File: src/rtl/sas_pkg.sv
package sas_pkg;
    // register byte offsets
    localparam logic [7:0] ADDR_CTRL1  = 8'h34;
    localparam logic [7:0] ADDR_STATUS = 8'h35;
    localparam logic [7:0] ADDR_RES_LO = 8'h36;
    localparam logic [7:0] ADDR_RES_HI = 8'h37;
    // field positions
    localparam int START_BIT = 7;
    localparam int MODE_HI   = 6;
    localparam int MODE_LO   = 5;
    localparam int AIN_BIT   = 4;
    localparam int CHAN_HI   = 3;
    localparam int DONE_BIT  = 7;
    localparam int BUSY_BIT  = 6;
    localparam int TIME_HI   = 2;
    localparam int RESH_HI   = 1;
    // reset values
    localparam logic [7:0] BYTE_ZERO = 8'h00;
    localparam logic [9:0] RES_ZERO  = 10'h000;
    // operating modes
    localparam logic [1:0] MODE_OFF    = 2'h0;
    localparam logic [1:0] MODE_SINGLE = 2'h1;
    localparam logic [1:0] MODE_REPEAT = 2'h3;
    // conversion length in clock periods
    localparam logic [10:0] CONV_39   = 11'h027;
    localparam logic [10:0] CONV_78   = 11'h04E;
    localparam logic [10:0] CONV_156  = 11'h09C;
    localparam logic [10:0] CONV_312  = 11'h138;
    localparam logic [10:0] CONV_624  = 11'h270;
    localparam logic [10:0] CONV_1248 = 11'h4E0;
    localparam logic [10:0] CNT_ONE   = 11'h001;
    localparam logic [10:0] CNT_ZERO  = 11'h000;

    typedef enum logic [2:0] {
        ST_IDLE  = 3'b001,
        ST_CONV  = 3'b010,
        ST_STORE = 3'b100
    } sas_state_t;

    // reserved codes run the longest length
    function automatic logic [10:0] conv_cycles(input logic [2:0] code);
        case (code)
            3'h0:    conv_cycles = CONV_39;
            3'h1:    conv_cycles = CONV_78;
            3'h2:    conv_cycles = CONV_156;
            3'h3:    conv_cycles = CONV_312;
            3'h4:    conv_cycles = CONV_624;
            default: conv_cycles = CONV_1248;
        endcase
    endfunction : conv_cycles
endpackage : sas_pkg

File: src/rtl/sas_conv_timer.sv
module sas_conv_timer (
    // clock and reset
    input  wire logic       mclk,
    input  wire logic       sys_rst,
    input  wire logic       clkEn,
    // control
    input  wire logic       start,
    input  wire logic       abort,
    input  wire logic [2:0] timeCode,
    // status
    output logic            done,
    output logic            running
);
    logic [10:0] cnt_reg;
    logic [10:0] cnt_next;
    logic        run_reg;
    logic        run_next;

    always_comb begin
        cnt_next = cnt_reg;
        run_next = run_reg;
        if (abort) begin
            run_next = 1'b0;
            cnt_next = sas_pkg::CNT_ZERO;
        end else if (start) begin
            run_next = 1'b1;
            cnt_next = sas_pkg::conv_cycles(timeCode);
        end else if (run_reg) begin
            cnt_next = cnt_reg - sas_pkg::CNT_ONE;
            if (cnt_reg == sas_pkg::CNT_ONE) begin
                run_next = 1'b0;
            end
        end
    end

    always_ff @(posedge mclk) begin
        if (sys_rst) begin
            cnt_reg <= sas_pkg::CNT_ZERO;
            run_reg <= 1'b0;
        end else if (clkEn) begin
            cnt_reg <= cnt_next;
            run_reg <= run_next;
        end
    end

    assign done    = run_reg && (cnt_reg == sas_pkg::CNT_ONE) && !abort;
    assign running = run_reg;

    logic [10:0] elapsed_reg;
    logic [10:0] want_reg;
    always_ff @(posedge mclk) begin
        if (sys_rst) begin
            elapsed_reg <= sas_pkg::CNT_ZERO;
            want_reg    <= sas_pkg::CNT_ZERO;
        end else if (clkEn) begin
            if (start) begin
                elapsed_reg <= sas_pkg::CNT_ZERO;
                want_reg    <= sas_pkg::conv_cycles(timeCode) - sas_pkg::CNT_ONE;
            end else if (run_reg) begin
                elapsed_reg <= elapsed_reg + sas_pkg::CNT_ONE;
            end
        end
    end
endmodule : sas_conv_timer

File: src/rtl/sas_result_store.sv
module sas_result_store (
    // clock and reset
    input  wire logic       mclk,
    input  wire logic       sys_rst,
    input  wire logic       clkEn,
    // control
    input  wire logic       clear,
    input  wire logic       storeReq,
    input  wire logic [9:0] sampleIn,
    input  wire logic       rdLow,
    input  wire logic       rdHigh,
    // results
    output logic [9:0]      result,
    output logic            stored
);
    logic [9:0] res_reg;
    logic [9:0] res_next;
    logic       lowPend_reg;
    logic       lowPend_next;

    assign stored = storeReq && !lowPend_reg && !clear;

    always_comb begin
        res_next     = res_reg;
        lowPend_next = lowPend_reg;
        if (clear) begin
            res_next     = sas_pkg::RES_ZERO;
            lowPend_next = 1'b0;
        end else begin
            if (stored) begin
                res_next = sampleIn;
            end
            if (rdLow) begin
                lowPend_next = 1'b1;
            end else if (rdHigh) begin
                lowPend_next = 1'b0;
            end
        end
    end

    always_ff @(posedge mclk) begin
        if (sys_rst) begin
            res_reg     <= sas_pkg::RES_ZERO;
            lowPend_reg <= 1'b0;
        end else if (clkEn) begin
            res_reg     <= res_next;
            lowPend_reg <= lowPend_next;
        end
    end

    assign result = res_reg;
endmodule : sas_result_store

File: src/rtl/sas_sequencer.sv
// Notes on behaviour
// - time code 000..101 gives 39..1248 clock periods; 110, 111 reserved.
// - done flag reads 0 before and during conversion, 1 after result stored; in mode 11 it stays 1 through later conversions until an upper read.
// - busy flag sets when conversion starts, clears on finish or forced stop.
// - status register bits 3, 4 and 5 read as zero.
// - low-power entry clears done, busy and both result registers.
// - reading the upper result register clears the done flag.
// - new single start without upper read clears the done flag.
// - start latency stays within 10 clock periods.
// - result bits 7..0 in low register, bits 9..8 in upper bits 1..0.
// - writing mode off clears both result registers.
// - repeat completion between low and high reads keeps old result, no interrupt.
// - mode 01 plus start bit runs one conversion; start bit self-clears.
// - completion stores result, sets done and raises the completion interrupt.
// - mode 11 plus start converts repeatedly, restarting after each completion.
// - writing mode off halts conversion at once, stores nothing, clears busy.
// - control register 0x34: start 7, mode 6:5, input enable 4, channel 3:0.
// - writing mode off also clears done and busy flags.
module sas_sequencer (
    // clock and reset
    input  wire logic       mclk,
    input  wire logic       sys_rst,
    input  wire logic       clkEn,
    // register port
    input  wire logic [7:0] regAddr,
    input  wire logic [7:0] regWrData,
    input  wire logic       regWr,
    input  wire logic       regRd,
    output logic [7:0]      regRdData,
    // power management
    input  wire logic       lowPowerEnter,
    // analog front end
    input  wire logic [9:0] sampleIn,
    output logic [3:0]      channelSelect,
    output logic            analogInputEnable,
    output logic            convActive,
    // interrupt
    output logic            conversionCompleteIrq
);
    localparam int LAT_MAX = 10;

    // control register
    logic       startBit_reg;
    logic       startBit_next;
    logic [1:0] mode_reg;
    logic [1:0] mode_next;
    logic       analog_input_enable_reg;
    logic       analog_input_enable_next;
    logic [3:0] chan_reg;
    logic [3:0] chan_next;
    // status register
    logic [2:0] timeCode_reg;
    logic [2:0] timeCode_next;
    logic       done_reg;
    logic       done_next;
    // sequencer
    sas_pkg::sas_state_t state_reg;
    sas_pkg::sas_state_t state_next;
    logic       irq_reg;
    logic       irq_next;
    logic [7:0] rdData_reg;
    logic [7:0] rdData_next;

    logic       wrCtrl;
    logic       wrStatus;
    logic       rdLow;
    logic       rdHigh;
    logic       modeOffWr;
    logic       clearAll;
    logic       modeValid;
    logic       goStart;
    logic       timerStart;
    logic       timerDone;
    logic       storeReq;
    logic       stored;
    logic       busy;
    logic [9:0] result;

    assign wrCtrl    = regWr && (regAddr == sas_pkg::ADDR_CTRL1);
    assign wrStatus  = regWr && (regAddr == sas_pkg::ADDR_STATUS);
    assign rdLow     = regRd && (regAddr == sas_pkg::ADDR_RES_LO);
    assign rdHigh    = regRd && (regAddr == sas_pkg::ADDR_RES_HI);
    assign modeOffWr = wrCtrl && (regWrData[sas_pkg::MODE_HI:sas_pkg::MODE_LO] == sas_pkg::MODE_OFF);
    assign clearAll  = lowPowerEnter || modeOffWr;
    assign modeValid = (mode_reg == sas_pkg::MODE_SINGLE) || (mode_reg == sas_pkg::MODE_REPEAT);
    assign goStart   = (state_reg == sas_pkg::ST_IDLE) && startBit_reg && modeValid && !clearAll;
    assign storeReq  = (state_reg == sas_pkg::ST_STORE) && !clearAll;
    assign busy      = (state_reg != sas_pkg::ST_IDLE);
    assign timerStart = goStart || (storeReq && (mode_reg == sas_pkg::MODE_REPEAT));

    sas_conv_timer u_timer (
        .mclk     (mclk),
        .sys_rst  (sys_rst),
        .clkEn    (clkEn),
        .start    (timerStart),
        .abort    (clearAll),
        .timeCode (timeCode_reg),
        .done     (timerDone),
        .running  ()
    );

    sas_result_store u_result (
        .mclk     (mclk),
        .sys_rst  (sys_rst),
        .clkEn    (clkEn),
        .clear    (clearAll),
        .storeReq (storeReq),
        .sampleIn (sampleIn),
        .rdLow    (rdLow),
        .rdHigh   (rdHigh),
        .result   (result),
        .stored   (stored)
    );

    // control and status fields
    always_comb begin
        startBit_next = startBit_reg;
        mode_next     = mode_reg;
        analog_input_enable_next    = analog_input_enable_reg;
        chan_next     = chan_reg;
        timeCode_next = timeCode_reg;
        done_next     = done_reg;
        if (lowPowerEnter) begin
            startBit_next = 1'b0;
            mode_next     = sas_pkg::MODE_OFF;
            analog_input_enable_next    = 1'b0;
        end else if (wrCtrl) begin
            startBit_next = regWrData[sas_pkg::START_BIT];
            mode_next     = regWrData[sas_pkg::MODE_HI:sas_pkg::MODE_LO];
            analog_input_enable_next    = regWrData[sas_pkg::AIN_BIT];
            chan_next     = regWrData[sas_pkg::CHAN_HI:0];
        end else if (state_reg == sas_pkg::ST_IDLE) begin
            startBit_next = 1'b0;
        end
        if (wrStatus) begin
            timeCode_next = regWrData[sas_pkg::TIME_HI:0];
        end
        if (clearAll) begin
            done_next = 1'b0;
        end else if (stored) begin
            done_next = 1'b1;
        end else if (rdHigh || (goStart && mode_reg == sas_pkg::MODE_SINGLE)) begin
            done_next = 1'b0;
        end
    end

    always_ff @(posedge mclk) begin
        if (sys_rst) begin
            startBit_reg <= 1'b0;
            mode_reg     <= sas_pkg::MODE_OFF;
            analog_input_enable_reg    <= 1'b0;
            chan_reg     <= 4'h0;
            timeCode_reg <= 3'h0;
            done_reg     <= 1'b0;
        end else if (clkEn) begin
            startBit_reg <= startBit_next;
            mode_reg     <= mode_next;
            analog_input_enable_reg    <= analog_input_enable_next;
            chan_reg     <= chan_next;
            timeCode_reg <= timeCode_next;
            done_reg     <= done_next;
        end
    end

    // sequencer states
    always_comb begin
        state_next = state_reg;
        irq_next   = 1'b0;
        unique case (state_reg)
            sas_pkg::ST_IDLE: begin
                if (goStart) begin
                    state_next = sas_pkg::ST_CONV;
                end
            end
            sas_pkg::ST_CONV: begin
                if (clearAll) begin
                    state_next = sas_pkg::ST_IDLE;
                end else if (timerDone) begin
                    state_next = sas_pkg::ST_STORE;
                end
            end
            sas_pkg::ST_STORE: begin
                irq_next = stored;
                if (!clearAll && mode_reg == sas_pkg::MODE_REPEAT) begin
                    state_next = sas_pkg::ST_CONV;
                end else begin
                    state_next = sas_pkg::ST_IDLE;
                end
            end
            default: begin
                state_next = sas_pkg::ST_IDLE;
            end
        endcase
    end

    always_ff @(posedge mclk) begin
        if (sys_rst) begin
            state_reg <= sas_pkg::ST_IDLE;
            irq_reg   <= 1'b0;
        end else if (clkEn) begin
            state_reg <= state_next;
            irq_reg   <= irq_next;
        end
    end

    // read data, one cycle after strobe
    always_comb begin
        rdData_next = sas_pkg::BYTE_ZERO;
        if (regRd) begin
            unique case (regAddr)
                sas_pkg::ADDR_CTRL1: begin
                    rdData_next = {startBit_reg, mode_reg, analog_input_enable_reg, chan_reg};
                end
                sas_pkg::ADDR_STATUS: begin
                    rdData_next = {done_reg, busy, 3'h0, timeCode_reg};
                end
                sas_pkg::ADDR_RES_LO: begin
                    rdData_next = result[7:0];
                end
                sas_pkg::ADDR_RES_HI: begin
                    rdData_next = {6'h00, result[9:8]};
                end
                default: begin
                    rdData_next = sas_pkg::BYTE_ZERO;
                end
            endcase
        end
    end

    always_ff @(posedge mclk) begin
        if (sys_rst) begin
            rdData_reg <= sas_pkg::BYTE_ZERO;
        end else if (clkEn) begin
            rdData_reg <= rdData_next;
        end
    end

    assign regRdData             = rdData_reg;
    assign channelSelect         = chan_reg;
    assign analogInputEnable     = analog_input_enable_reg;
    assign convActive            = (state_reg == sas_pkg::ST_CONV);
    assign conversionCompleteIrq = irq_reg;
endmodule : sas_sequencer

File: config.mk
export PLATFORM = sky130hd
export DESIGN_NAME = sas_sequencer
export DESIGN_NICKNAME = d
export VERILOG_FILES = /design/src/rtl/sas_pkg.sv /design/src/rtl/sas_conv_timer.sv /design/src/rtl/sas_result_store.sv /design/src/rtl/sas_sequencer.sv
export SDC_FILE = /design/constraint.sdc
export NUM_CORES = 1
export LEC_CHECK = 0
export BUFFER_PORTS_ARGS = -buffer_cell sky130_fd_sc_hd__buf_4
export CORE_UTILIZATION = 55
export CTS_CLUSTER_DIAMETER = 60
export CTS_CLUSTER_SIZE = 10
export DETAILED_ROUTE_END_ITERATION = 8
export PLACE_DENSITY = 0.79
export SLEW_MARGIN = 5
export SYNTH_ARGS = -nofsm -noshare
export SYNTH_HDL_FRONTEND = slang
export SYNTH_SLANG_ARGS = --single-unit
File: constraint.sdc
create_clock -name mclk -period 2.7 [get_ports mclk]
set_input_delay 0.675 -clock mclk [delete_from_list [all_inputs] [get_ports mclk]]
set_output_delay 0.675 -clock mclk [all_outputs]
set_load 0.03 [all_outputs]
==> results of run 1 <==
-- metrics by stage --
stage	instances	power, W
floorplan	280	0.000792
finish	379	0.00144
CTS	379	0.00145
detailed placement	371	0.000852
global placement	371	0.000850
global route	379	0.00149
-- synthesized netlist by cell type (4+ instances only) --
cell type  count
a22oi_1        4
clkbuf_1       9
nor2_1        23
nor2b_1        5
nand2_1       21
a21oi_1       17
buf_2          4
inv_1          9
a22o_1        11
mux2_2         4
dfxtp_1       47
o21ai_0       14
or4_1          5
mux2i_1       14
nand3_1       15
a211o_1        5
nor3_1         8
o22ai_1        4
-- cells by family (layout without fill, tap and decap cells) --
kind of cell / Yosys count / count (layout) / share of synthesized area
compound gates: 75 / 75 / 0.221
xor+xnor: 3 / 3 / 0.0106
fa+ha+maj: 2 / 2 / 0.0101
buf+inv: 26 / 73 / 0.0445
flops: 47 / 47 / 0.380
mux: 20 / 20 / 0.0930
simple gates: 107 / 107 / 0.240
-- routing by layer --
metal / share of wire / up-vias / track usage
li1: - / 1133 / -
met1: 0.45 / 1088 / 0.358
met2: 0.48 / 93 / 0.457
met3: 0.062 / 6 / 0.0673
met4: 0.0099 / 0 / 0.0907
met5: 0 / - / 0
-- power breakdown --
part           switching (W)  internal [W]
Clock               0.000236      0.000370
Sequential        0.00000666      0.000697
Combinational      0.0000721     0.0000624
-- critical path, stage by stage --
cell and delay, ns:
buf_4 0.11, or4b_4 0.59, nor3_4 0.34, a2111o_1 0.32, o22ai_1 0.14, a22o_1 0.27
-- worst max-delay path by stage --
stage | startpoint | to | slack [ns]
floorplan | regAddr[1] | done_reg$_SDFFE_PP0P_ | 0.40
global placement | regAddr[1] | done_reg$_SDFFE_PP0P_ | 0.20
detailed placement | regAddr[1] | done_reg$_SDFFE_PP0P_ | 0.16
CTS | regAddr[1] | u_timer.cnt_reg[8]$_SDFFE_PP0P_ | 0.45
global route | regAddr[3] | regRdData[3]$_SDFFE_PP0P_ | 0.34
finish | regAddr[1] | u_timer.cnt_reg[8]$_SDFFE_PP0P_ | 0.45
-- layout make-up --
class / instances / area (um2)
Multi-Input combinational cell: 207 / 1420
Fill cell: 366 / 1340
Sequential cell: 47 / 941
Timing Repair Buffer: 56 / 420
Clock buffer: 6 / 72.6
Tap cell: 52 / 65.1
Clock inverter: 2 / 60.1
Inverter: 9 / 33.8
==> reports/results.ini, run 1 <==
[outcome]
status = finished, final reports clean

[cells_and_area]
final_nets = 360
fin_area_um2 = 3020
layout_commonest_cell = buf_4
largest_reg_flops = 11
n_antenna_cell = 0
utilization = 0.693
syn2layout_area_growth_pct = 21.9
layout_common_cells = buf_4, dfxtp_1, nor2_1
final_layout_size_suffix_gt1_frac = 0.251

[critical_path]
required_ns = 2.89
cp-end-kind = flop
regToRegSetupSlack_ns = 0.62
critPathMaxFanout = 8
r2r_start = state_reg[0]$_SDFFE_PP1P_
startpoint_type = input port
path_class = input port to flop
r2r-end = u_timer.cnt_reg[2]$_SDFFE_PP0P_
worstPathArrival_ns = 2.44
rr_worst_depth = 5

[yosys]
yosys-top-cells-area = dfxtp_1, mux2i_1, a22o_1, nor2_1, a21oi_1
synth_edf_count = 0
syn_inst = 280
ys_seq_area_frac = 0.380
ys_ff_latch = 47
yosysWarningCount = 0
yosysTopAreaCellShare = 0.380
async_flop_share = 0
syn-num-nets = 314
synth.distinct_cells = 55
syn_area_per_cell_um2 = 8.84
syn_area_um2 = 2470
synth.largest_area_cell = dfxtp_1
synth_top_flop_cell = dfxtp_1

[route]
wl_per_cell_um = 16.9
initialDrtViolationCount = 243
num_vias = 2320
dr.pass1.iters = 4
vias_per_cell = 6.12
routed_wl_um = 6390
postRouteAntennaNets = 0
drt_drc_violations_left = 0

[clocking]
path_clk_slew_ns = 0.09
htreeDepth = 2
cts_hold_buf = 0
clock_latency_ns = 0.30
cts_sinks = 47
cts_root_buf = clkbuf_8
clockBufferDepth = 2
cts.repair.resized = 0
cts_tree = yes
numCtsBuffers = 5
post_cts_buffers = 0

[global_routing]
overflow = 0
grt_pass1_vias = 2215
grt_use_total = 0.278
grt_pass1_wl_um = 10800
antenna_found_initial = 0
grt_max_degree = 37

[sta]
timing.slew.headroom = 0.443
fmax_mhz = 444
skew_ns = 0.00371
fin_hold_ws_ns = 0.456
rsz0062_at_grt = false
setup-tns-final_ns = 0
worst_pin_slew_ns = 0.833
finalCritPeriodShare = 0.835
slew_viol_final = 0
setup_violations = 0
finalCriticalPeriod_ns = 2.25
fin_ws_ns = 0.446
hold_viol_final = 0

[power_and_ir_drop]
peakVddDrop_uv = 280
p_per_area_nw_per_um2 = 479
leakagePower_nw = 1.24

[floorplanning]
initial_utilization = 0.568
io_pins = 47
die_area_um2 = 4770
rows = 24
coreArea_um2 = 4350
die_height_um = 69.1
die_w_um = 69.1

[placed_design]
dpl.hpwl_um = 4650
dp_slack_ns = 0.159
io_buffers = 46
placed_area_um2 = 2880
routabilityCongestion = 0.852

[worst_hold_path]
min_from = regRdData[1]$_SDFFE_PP0P_
hold_end = regRdData[1]$_SDFFE_PP0P_
hold_depth = 2
hp-class = flop to flop

[job]
maxCapViolCount = 0

Note: power is estimated with default switching activity, not from simulation.
==> run 2: changes to the inputs <==
ABC_AREA = 1   (was unset)
clock period = 2.29 ns   (was 2.7 ns; I/O delays follow)
==> run 2 against run 1 <==
Clock skew increased by 0.0024 ns. Total power rose by 29%. Count of clock-buffer cells in the layout down 1. Clock power is 20% higher. Non-clock buffer count decreased by 3.
==> reports/results.ini, run 2 <==
[route]
dr.pass1.iters = 5  ; +1
wl_per_cell_um = 12.9  ; -24%
postRouteAntennaNets = 0  ; unchanged
initialDrtViolationCount = 183  ; -25%
routed_wl_um = 6010  ; -5.9%
vias_per_cell = 5.42  ; -11%
num_vias = 2531  ; +9.1%
drt_drc_violations_left = 0  ; unchanged

[cells_and_area]
layout_common_cells = nand2_1, buf_4, a21oi_1, dfxtp_1
n_antenna_cell = 0  ; unchanged
largest_reg_flops = 11  ; unchanged
final_nets = 450  ; +25%
final_layout_size_suffix_gt1_frac = 0.168  ; -0.0829
layout_commonest_cell = nand2_1
syn2layout_area_growth_pct = 22.2

[yosys]
yosys.area_share.simple = 0.319  ; +0.0792
synthTopCellsByCount = nand2_1, a21oi_1, dfxtp_1
syn_area_per_cell_um2 = 6.67  ; -25%
syn_area_um2 = 2450  ; -1.1%
yosys-top-cells-area = dfxtp_1, nand2_1, a21oi_1, nand3_1, inv_1
yosysWarningCount = 0  ; unchanged
yosysTopAreaCellShare = 0.384  ; +0.00408
ys_seq_area_frac = 0.384  ; +0.00408
synth_top_family_by_area = simple AND/OR/NAND/NOR gates
syn_inst = 367  ; +31%
async_flop_share = 0  ; unchanged
synth_top_flop_cell = dfxtp_1
synth_edf_count = 0  ; unchanged
syn-num-nets = 401  ; +28%
synth_compound_area_frac = 0.180  ; -0.0411
synthMuxAreaShare = 0  ; -0.0930
synth_most_common_cell = nand2_1
ys_ff_latch = 47  ; unchanged
synth.largest_area_cell = dfxtp_1
synth.distinct_cells = 31  ; -44%
synthAdderAreaFrac = 0.0102  ; +0.000109
synth-xor-area-share = 0.0215  ; +0.0108

[critical_path]
max_stage_delay_ns = 0.36  ; -0.23 ns
path_class = flop to output pin
startpoint_type = flop
cp-end-kind = output pin
crit_path_cell_trace = inv_1, nor3_1, buf_4
critPathMaxFanout = 4  ; -4
worstPathArrival_ns = 1.31  ; -1.13 ns
required_ns = 1.72  ; -1.17 ns
cpMaxStageDelayCell = dfxtp_1

[sta]
setup-tns-final_ns = 0  ; unchanged
worst_pin_slew_ns = 0.443  ; -0.391 ns
slew_viol_final = 0  ; unchanged
setup_violations = 0  ; unchanged
fin_hold_ws_ns = 0.467  ; +0.0110 ns
fmax_mhz = 532
finalCritPeriodShare = 0.821
rsz0062_at_grt = false
finalCriticalPeriod_ns = 1.88
timing.slew.headroom = 0.703  ; +0.259
hold_viol_final = 0  ; unchanged
skew_ns = 0.00612  ; +0.00241 ns

[placed_design]
dpl.hpwl_um = 4520  ; -2.7%
routabilityCongestion = 0.892  ; +4.8%
io_buffers = 46  ; unchanged

[clocking]
path_clk_slew_ns = 0.09  ; about the same
clockBufferDepth = 2  ; unchanged
numCtsBuffers = 5  ; unchanged
clock_latency_ns = 0.30  ; about the same
cts_sinks = 47  ; unchanged
cts.repair.resized = 0  ; unchanged
post_cts_buffers = 0  ; unchanged
cts_hold_buf = 0  ; unchanged
cts_tree = yes
htreeDepth = 2  ; unchanged
cts_root_buf = clkbuf_8

[power_and_ir_drop]
leakagePower_nw = 1.24  ; about the same
p_per_area_nw_per_um2 = 623  ; +30%
peakVddDrop_uv = 385  ; +38%

[floorplanning]
coreArea_um2 = 4140  ; -4.8%
rows = 23  ; -4.2%
initial_utilization = 0.591  ; +0.0225
die_height_um = 68.7  ; -0.51%
die_area_um2 = 4720  ; -1.0%
die_w_um = 68.7  ; -0.51%
io_pins = 47  ; unchanged

[global_routing]
grt_pass1_vias = 2174  ; -1.9%
grt_pass1_wl_um = 9680  ; -10%
antenna_found_initial = 0  ; unchanged
overflow = 0  ; unchanged
grt_max_degree = 33  ; -11%
grt_use_total = 0.275  ; -0.00308

[job]
maxCapViolCount = 0  ; unchanged

[outcome]
status = finished, final reports clean

[worst_hold_path]
hp-class = flop to flop

==> run 2: routing by layer <==
layer  wire [um]  GRT usage  up-vias
met5           0          0        -
met4          61     0.0663        0
met3         366     0.0559        6
met2        2880      0.482       77
met1        2710      0.344     1139
li1            -          -     1309
==> run 2: stage by stage <==
stage          worst slack [ns]  cells  total power, W  cell area (um2)  utilization
4_1_cts                   0.423    467         0.00186             2990        0.722
6_report                  0.409    467         0.00186             2990        0.722
3_5_place_dp              0.204    459         0.00115             2860        0.689
2_1_floorplan             0.517    367         0.00106             2450            -
5_1_grt                   0.271    467         0.00194             2990        0.722
3_3_place_gp              0.232    459         0.00115             2860        0.689
==> run 2: cells by family (layout without fill, tap and decap cells) <==
group	Yosys count	after routing
xor+xnor	6	6
simple gates	182	182
flops	47	47
buf+inv	52	102
compound gates	78	78
fa+ha+maj	2	2
==> run 2: power breakdown <==
part,switching [W],internal (W)
clock network,0.000292,0.000435
registers,0.0000195,0.000839
logic,0.000167,0.000112
==> run 2: final timing paths <==
check / slack, ns / end / cells after the start / startpoint
max reg2reg: 0.62 / u_timer.cnt_reg[1]$_SDFFE_PP0P_ / 7 / state_reg[0]$_SDFFE_PP1P_
min reg2reg: 0.47 / regRdData[2]$_SDFFE_PP0P_ / 2 / regRdData[2]$_SDFFE_PP0P_
min: 0.47 / regRdData[2]$_SDFFE_PP0P_ / 2 / regRdData[2]$_SDFFE_PP0P_
max: 0.41 / convActive / 3 / state_reg[1]$_SDFFE_PP0P_
==> run 2: final cells by class <==
class | count | area (um2)
Multi-Input combinational cell | 268 | 1300
Fill cell | 365 | 1150
Sequential cell | 47 | 941
Timing Repair Buffer | 53 | 398
Inverter | 41 | 154
Clock buffer | 5 | 68.8
Clock inverter | 3 | 67.6
Tap cell | 50 | 62.6
==> run 2: critical path: cells and delay by family, from the launching register on <==
family                 cells  cell delay [ns]
buffers and inverters      2             0.31
DFF                        1             0.36
and+or+nand+nor            1             0.35
